[src/pkg/hdlc_link_event_pkg.sv]
// package: register map, field layout and carriers for the data link event flags
package hdlc_link_event_pkg;

  // ****************************************************************
  // register indices (byte address is four times the index)
  // ****************************************************************
  localparam logic [11:0] LINK2_EVENT_FLAGS_INDEX = 12'hb16;
  localparam logic [11:0] LINK2_EVENT_ENABLES_INDEX = 12'hb17;
  localparam logic [11:0] LINK3_EVENT_FLAGS_INDEX = 12'hb26;
  localparam logic [11:0] LINK3_EVENT_ENABLES_INDEX = 12'hb27;

  // ****************************************************************
  // field layout, shared by flag and enable registers
  // ****************************************************************
  localparam int FLAG_IDLE_SEEN = 0;
  localparam int FLAG_ABORT_SEEN = 1;
  localparam int FLAG_FRAME_CHECK_FAIL = 2;
  localparam int FLAG_RECEIVE_END = 3;
  localparam int FLAG_TRANSMIT_END = 4;
  localparam int FLAG_RECEIVE_START = 5;
  localparam int FLAG_TRANSMIT_START = 6;
  localparam int MESSAGE_KIND_BIT = 7;
  localparam int EVENT_COUNT = 7;

  // ****************************************************************
  // reset values
  // ****************************************************************
  localparam logic [6:0] FLAGS_RESET = 7'h00;
  localparam logic [6:0] ENABLES_RESET = 7'h00;
  localparam logic [31:0] READDATA_RESET = 32'h0000_0000;

  // message kind encoding
  localparam logic BIT_ORIENTED_SIGNALLING = 1'b0;
  localparam logic MESSAGE_ORIENTED_SIGNALLING = 1'b1;

  // ****************************************************************
  // carriers
  // ****************************************************************
  // packed so that bit n of the struct is bit n of the status register
  typedef struct packed {
    logic message_kind;
    logic transmit_start;
    logic receive_start;
    logic transmit_end;
    logic receive_end;
    logic frame_check_fail;
    logic abort_seen;
    logic idle_seen;
  } link_events_type;

  typedef struct packed {
    logic [15:0] address;
    logic read;
    logic write;
    logic [31:0] writedata;
    logic [3:0] byteenable;
  } avmm_request_type;

endpackage : hdlc_link_event_pkg

[src/core/event_flag_bank.sv]
// sticky event flags of one data link controller, cleared by a status read
`timescale 1ns/1ps
`default_nettype none
module event_flag_bank (
  input wire logic CLOCK,
  input wire logic ARST_N,
  input wire logic [6:0] EVENTS,
  input wire logic CLEAR,
  output logic [6:0] FLAGS
);
  import hdlc_link_event_pkg::*;

  // ****************************************************************
  // flags
  // ****************************************************************
  // a clear drops only what is set now, and an event in that cycle survives
  always_ff @(posedge CLOCK or negedge ARST_N) begin
    if (!ARST_N) begin
      FLAGS <= FLAGS_RESET;
    end else if (CLEAR) begin
      FLAGS <= EVENTS;
    end else begin
      FLAGS <= FLAGS | EVENTS;
    end
  end

endmodule : event_flag_bank
`default_nettype wire

[src/core/hdlc_link_event_flags.sv]
// event flags, enables and interrupt request of data link controllers two and three
//
// Behaviour
// - link2 receive-end flag sets on a full message or a full receive buffer
// - link2 frame-check flag sets when the last message fails its check sequence
// - link2 abort flag sets on seven consecutive ones
// - link2 idle flag sets on a 0x7e flag octet
// - idle plus receive-end both set signals a complete message
// - flags stay set until a status read, which returns and clears them
// - transmit-start enable gates its interrupt, 1 on, 0 off
// - receive-start enable gates its interrupt, 1 on, 0 off
// - transmit-end enable gates its interrupt, 1 on, 0 off
// - receive-end enable gates its interrupt, 1 on, 0 off
// - frame-check enable gates its interrupt, 1 on, 0 off
// - abort enable gates its interrupt, 1 on, 0 off
// - idle enable gates its interrupt, 1 on, 0 off
// - read-only message kind bit: 0 bit-oriented, 1 message-oriented
// - link3 transmit-start flag sets when sending begins
// - link3 receive-start flag sets when reception begins
// - link3 transmit-end flag sets when sending completes
// - link3 keeps its own receive-end, frame-check, abort and idle flags
`timescale 1ns/1ps
`default_nettype none
module hdlc_link_event_flags (
  input wire logic CLOCK,
  input wire logic ARST_N,
  input wire hdlc_link_event_pkg::avmm_request_type AVS_REQ,
  output logic [31:0] AVS_READDATA,
  output logic AVS_WAITREQUEST,
  input wire hdlc_link_event_pkg::link_events_type LINK2_EVENTS,
  input wire hdlc_link_event_pkg::link_events_type LINK3_EVENTS,
  output logic IRQ,
  output logic LINK2_MESSAGE_DONE,
  output logic LINK3_MESSAGE_DONE
);
  import hdlc_link_event_pkg::*;

  // ****************************************************************
  // helpers
  // ****************************************************************
  // byte address of a register index
  function automatic logic [15:0] reg_addr(input logic [11:0] index);
    reg_addr = {2'b00, index, 2'b00};
  endfunction : reg_addr

  // true when the request targets the register at this index
  function automatic logic reg_hit(input logic [15:0] address, input logic [11:0] index);
    reg_hit = (address == reg_addr(index));
  endfunction : reg_hit

  // any flag with its enable set
  function automatic logic flag_pending(input logic [6:0] flags, input logic [6:0] enables);
    flag_pending = |(flags & enables);
  endfunction : flag_pending

  // ****************************************************************
  // declarations
  // ****************************************************************
  logic [6:0] link2_flags;
  logic [6:0] link3_flags;
  logic [6:0] link2_enables;
  logic [6:0] link3_enables;
  logic accept;
  logic read_accept;
  logic write_accept;
  logic clear2;
  logic clear3;
  logic [7:0] next_read_byte;

  // ****************************************************************
  // bus handshake
  // ****************************************************************
  // a request is taken in the one cycle that waitrequest is still high
  assign accept = (AVS_REQ.read | AVS_REQ.write) & AVS_WAITREQUEST;
  assign read_accept = accept & AVS_REQ.read;
  assign write_accept = accept & AVS_REQ.write & AVS_REQ.byteenable[0];

  // one wait cycle per access keeps readdata a flop output
  always_ff @(posedge CLOCK or negedge ARST_N) begin
    if (!ARST_N) begin
      AVS_WAITREQUEST <= 1'b1;
    end else begin
      AVS_WAITREQUEST <= ~((AVS_REQ.read | AVS_REQ.write) & AVS_WAITREQUEST);
    end
  end

  // ****************************************************************
  // flag banks
  // ****************************************************************
  // the read that returns a status register is the one that clears it
  assign clear2 = read_accept & reg_hit(AVS_REQ.address, LINK2_EVENT_FLAGS_INDEX);
  assign clear3 = read_accept & reg_hit(AVS_REQ.address, LINK3_EVENT_FLAGS_INDEX);

  // link two events land at their own register bit positions
  event_flag_bank link2_bank (
    .CLOCK(CLOCK),
    .ARST_N(ARST_N),
    .EVENTS(LINK2_EVENTS[6:0]),
    .CLEAR(clear2),
    .FLAGS(link2_flags)
  );

  // link three keeps an identical, independent bank
  event_flag_bank link3_bank (
    .CLOCK(CLOCK),
    .ARST_N(ARST_N),
    .EVENTS(LINK3_EVENTS[6:0]),
    .CLEAR(clear3),
    .FLAGS(link3_flags)
  );

  // ****************************************************************
  // enable registers
  // ****************************************************************
  // bit 7 is reserved: not stored, reads zero
  always_ff @(posedge CLOCK or negedge ARST_N) begin
    if (!ARST_N) begin
      link2_enables <= ENABLES_RESET;
    end else if (write_accept && reg_hit(AVS_REQ.address, LINK2_EVENT_ENABLES_INDEX)) begin
      link2_enables <= AVS_REQ.writedata[6:0];
    end
  end

  // link three enables, same layout
  always_ff @(posedge CLOCK or negedge ARST_N) begin
    if (!ARST_N) begin
      link3_enables <= ENABLES_RESET;
    end else if (write_accept && reg_hit(AVS_REQ.address, LINK3_EVENT_ENABLES_INDEX)) begin
      link3_enables <= AVS_REQ.writedata[6:0];
    end
  end

  // ****************************************************************
  // read path
  // ****************************************************************
  // unmapped addresses read as zero; writes to status registers are ignored
  always_comb begin
    next_read_byte = 8'h00;
    if (reg_hit(AVS_REQ.address, LINK2_EVENT_FLAGS_INDEX)) begin
      next_read_byte = {LINK2_EVENTS.message_kind, link2_flags};
    end else if (reg_hit(AVS_REQ.address, LINK2_EVENT_ENABLES_INDEX)) begin
      next_read_byte = {1'b0, link2_enables};
    end else if (reg_hit(AVS_REQ.address, LINK3_EVENT_FLAGS_INDEX)) begin
      next_read_byte = {LINK3_EVENTS.message_kind, link3_flags};
    end else if (reg_hit(AVS_REQ.address, LINK3_EVENT_ENABLES_INDEX)) begin
      next_read_byte = {1'b0, link3_enables};
    end
  end

  // read data stands until the next accepted read
  always_ff @(posedge CLOCK or negedge ARST_N) begin
    if (!ARST_N) begin
      AVS_READDATA <= READDATA_RESET;
    end else if (read_accept) begin
      AVS_READDATA <= {24'h000000, next_read_byte};
    end
  end

  // ****************************************************************
  // interrupt and completion outputs
  // ****************************************************************
  // registered, so the request lags its flag by one cycle
  always_ff @(posedge CLOCK or negedge ARST_N) begin
    if (!ARST_N) begin
      IRQ <= 1'b0;
    end else begin
      IRQ <= flag_pending(link2_flags, link2_enables) | flag_pending(link3_flags, link3_enables);
    end
  end

  // idle and receive end together mean the whole message is in
  always_ff @(posedge CLOCK or negedge ARST_N) begin
    if (!ARST_N) begin
      LINK2_MESSAGE_DONE <= 1'b0;
      LINK3_MESSAGE_DONE <= 1'b0;
    end else begin
      LINK2_MESSAGE_DONE <= link2_flags[FLAG_RECEIVE_END] & link2_flags[FLAG_IDLE_SEEN];
      LINK3_MESSAGE_DONE <= link3_flags[FLAG_RECEIVE_END] & link3_flags[FLAG_IDLE_SEEN];
    end
  end
endmodule : hdlc_link_event_flags
`default_nettype wire

[config.mk]
export PLATFORM = sky130hd
export DESIGN_NAME = hdlc_link_event_flags
export DESIGN_NICKNAME = d
export VERILOG_FILES = /design/src/pkg/hdlc_link_event_pkg.sv /design/src/core/event_flag_bank.sv /design/src/core/hdlc_link_event_flags.sv
export SDC_FILE = /design/constraint.sdc
export NUM_CORES = 1
export LEC_CHECK = 0
export BUFFER_PORTS_ARGS = -buffer_cell sky130_fd_sc_hd__buf_2
export CORE_UTILIZATION = 35
export CTS_CLUSTER_SIZE = 10
export DETAILED_ROUTE_END_ITERATION = 10
export PLACE_DENSITY = 0.66
export SYNTH_ARGS = -nofsm -noshare
export SYNTH_HDL_FRONTEND = slang
export SYNTH_HIERARCHICAL = 1
export SYNTH_SLANG_ARGS = --single-unit
[constraint.sdc]
create_clock -name CLOCK -period 2 [get_ports CLOCK]
set_input_delay 0.5 -clock CLOCK [delete_from_list [all_inputs] [get_ports CLOCK]]
set_output_delay 0.5 -clock CLOCK [all_outputs]
set_load 0.02 [all_outputs]
==> results.toml <==
[run_status]
outcome = "finished, final reports clean"

[drt]
drt_iter0_markers = 92
routedWlPerCell_um = 13.7
drc = 0
first_pass_iters = 4
drt_wl_total_um = 4270
vias = 1509
ant_nets = 0
viasPerCell = 4.85

[floorplan]
die_x_um = 78.1
die_h_um = 78.1
io_pins = 108
coreArea_um2 = 5540
rows = 27
start_util_pct = 36.5
die_area_um2 = 6090

[grt]
antenna_found_initial = 0
grt_pass1_vias = 1452
grt_max_degree = 41
gr-total-overflow = 0
grt_first_pass_wirelength_um = 6980
grt_usage_pct = 15.0

[power_and_ir_drop]
vdd_drop_max_mv = 0.537
finalPower_w = 0.00169
power.density_nw_per_um2 = 693
power.leakage_nw = 1.11

[cts]
path_clk_slew_ps = 70
insertion_delay_ps = 290
cts_resized = 0
cts_setup_buffers = 0
numClockSinks = 40
root_buffer = "clkbuf_8"
cts_hold_buf = 0
cts-buffers-inserted = 5
cts_buffer_depth = 2
cts_tree = "built"
htree_levels = 2

[sta]
final.period_utilization_pct = 81.7
drv_slew = 0
fmax_mhz = 612
hold_viol = 0
skew_ps = 10.6
period_minus_slack_ps = 1630
setup_viol = 0
rsz0062_at_grt = "no"
setup_tns_ps = 0

[worst_setup_path]
rr_worst_depth = 6
rrSetupSlack_ps = 370
path_cells = "nand2_1, nor3_1, nand4_1, nor3b_1, inv_2, a21o_1"
worstPathMaxFanout = 7
worst-path-buf-inv = 1
cp.arrival_ps = 1810
crit_slowest_cell = "dfstp_2"
critPathTopFamily = "simple AND/OR/NAND/NOR gates"
timing.rr.end = "link3_bank/FLAGS[4]"
path_class = "reg2reg"
r2r_start = "AVS_WAITREQUEST"
end_kind = "flip-flop"
critPathLaunchType = "flip-flop"
cp.depth = 6
critPathMaxStageDelay_ps = 580
crit_required_ps = 2180

[final_layout]
drive_gt1_share_pct = 38.9
diodes = 0
nets = 310
fin_area_um2 = 2440
syn_to_final_growth_pct = 20.8

[logic_synthesis]
synth_edf_count = 0
yosysMostFrequentCell = "dfrtp_1"
synthesis.area_um2 = 2020
async_flop_share_pct = 100
avgSynthCellArea_um2 = 11.4
synth_area_leaders = "dfrtp_1 48%, buf_4 9.3%, mux2_2 7.2%"
ys_seq_area_share_pct = 49.5
yosys.area.top_type = "dfrtp_1"
synth_cell_types = 33
yosys-top-cells-count = "39 x dfrtp_1, 25 x buf_4, 14 x a21o_1"
yosys.area.top_type_share_pct = 48.2
postSynthCellCount = 178
yosysWarnings = 6
ys.flop_type = "dfrtp_1"
ys_ff_latch = 40

[place]
placed_area_um2 = 2320
io_buffers = 55
hpwl_um = 3290
place_congestion = 0.866

[min_path]
hold_class = "in2async"

[run]
cap_violations = 0
## metrics by stage
step	util (%)	std cells	worst slack, ps	hold WS, ps
final	44.1	311	367	257
after global placement	41.8	303	138	457
after global routing	44.1	311	168	297
after floorplan	-	201	324	204
after CTS	44.1	311	318	273
after detailed placement	41.8	303	119	464
## area by class of cell
type | instances | area [um^2]
inverters | 2 | 7.51
flip-flops and latches | 40 | 1000
repair buffers | 61 | 333
clock inverters | 1 | 30.0
clock buffers | 7 | 96.3
multi-input cells | 128 | 886
well taps | 72 | 90.1
fillers | 541 | 3100
## worst max path at each step
stage                                from                   to  slack [ps]
final                     AVS_WAITREQUEST  link3_bank/FLAGS[4]         370
after global placement        AVS_REQ[53]     link2_enables[0]         140
after global routing      AVS_WAITREQUEST  link3_bank/FLAGS[4]         170
after detailed placement      AVS_REQ[53]     link2_enables[0]         120
after CTS                 AVS_WAITREQUEST  link3_bank/FLAGS[4]         320
after floorplan           AVS_WAITREQUEST  link3_bank/FLAGS[4]         320
## power by group
| group | total (W) | internal [W] | switching (W) | leakage [nW] |
|---|---|---|---|---|
| Clock | 0.000709 | 0.000440 | 0.000269 | 0.0645 |
| Combinational | 0.000168 | 0.0000588 | 0.000109 | 0.570 |
| Sequential | 0.000816 | 0.000813 | 0.00000381 | 0.472 |
## worst register-to-register path: stages (launching register included)
cell     delay, ps
dfstp_2        580
nand2_1         80
nor3_1         130
nand4_1        170
nor3b_1        260
inv_2          110
a21o_1         190
## state kept, by name, indices dropped and copies added (netlist names)
register and count:
LINK3_MESSAGE_DONE 1, AVS_WAITREQUEST 1, link2_bank/FLAGS 7, link3_enables 7, IRQ 1, AVS_READDATA 8, link3_bank/FLAGS 7, link2_enables 7
LINK2_MESSAGE_DONE 1
## placed cells by master (no fill, tap or decap), types with 2 or more instances in the layout
cell       n
buf_2     55
dfrtp_1   39
conb_1    24
a21o_1    14
mux2_2    13
nand2_1   11
nor2_1    10
o31ai_1    8
a21oi_1    7
a32oi_1    7
o21a_1     7
clkbuf_8   7
a22oi_1    5
buf_4      5
nor2b_1    2
nand4_1    2
a221oi_1   2
and2_1     2
nand3_4    2
inv_2      2
## cells by family after synthesis
| logic type | synth area share (%) |
|---|---|
| mux | 7.97 |
| other cells | 0.185 |
| compound gates | 18.9 |
| flops | 49.5 |
| simple gates | 12.4 |
| buf+inv | 11.0 |
## routing by layer
layer  global-route usage [%]  wire length, um
met5                        0                0
met4                     5.93              104
met3                     4.53              298
met2                     24.1             1970
met1                     18.9             1900
Note: power is estimated with default switching activity, not from simulation.
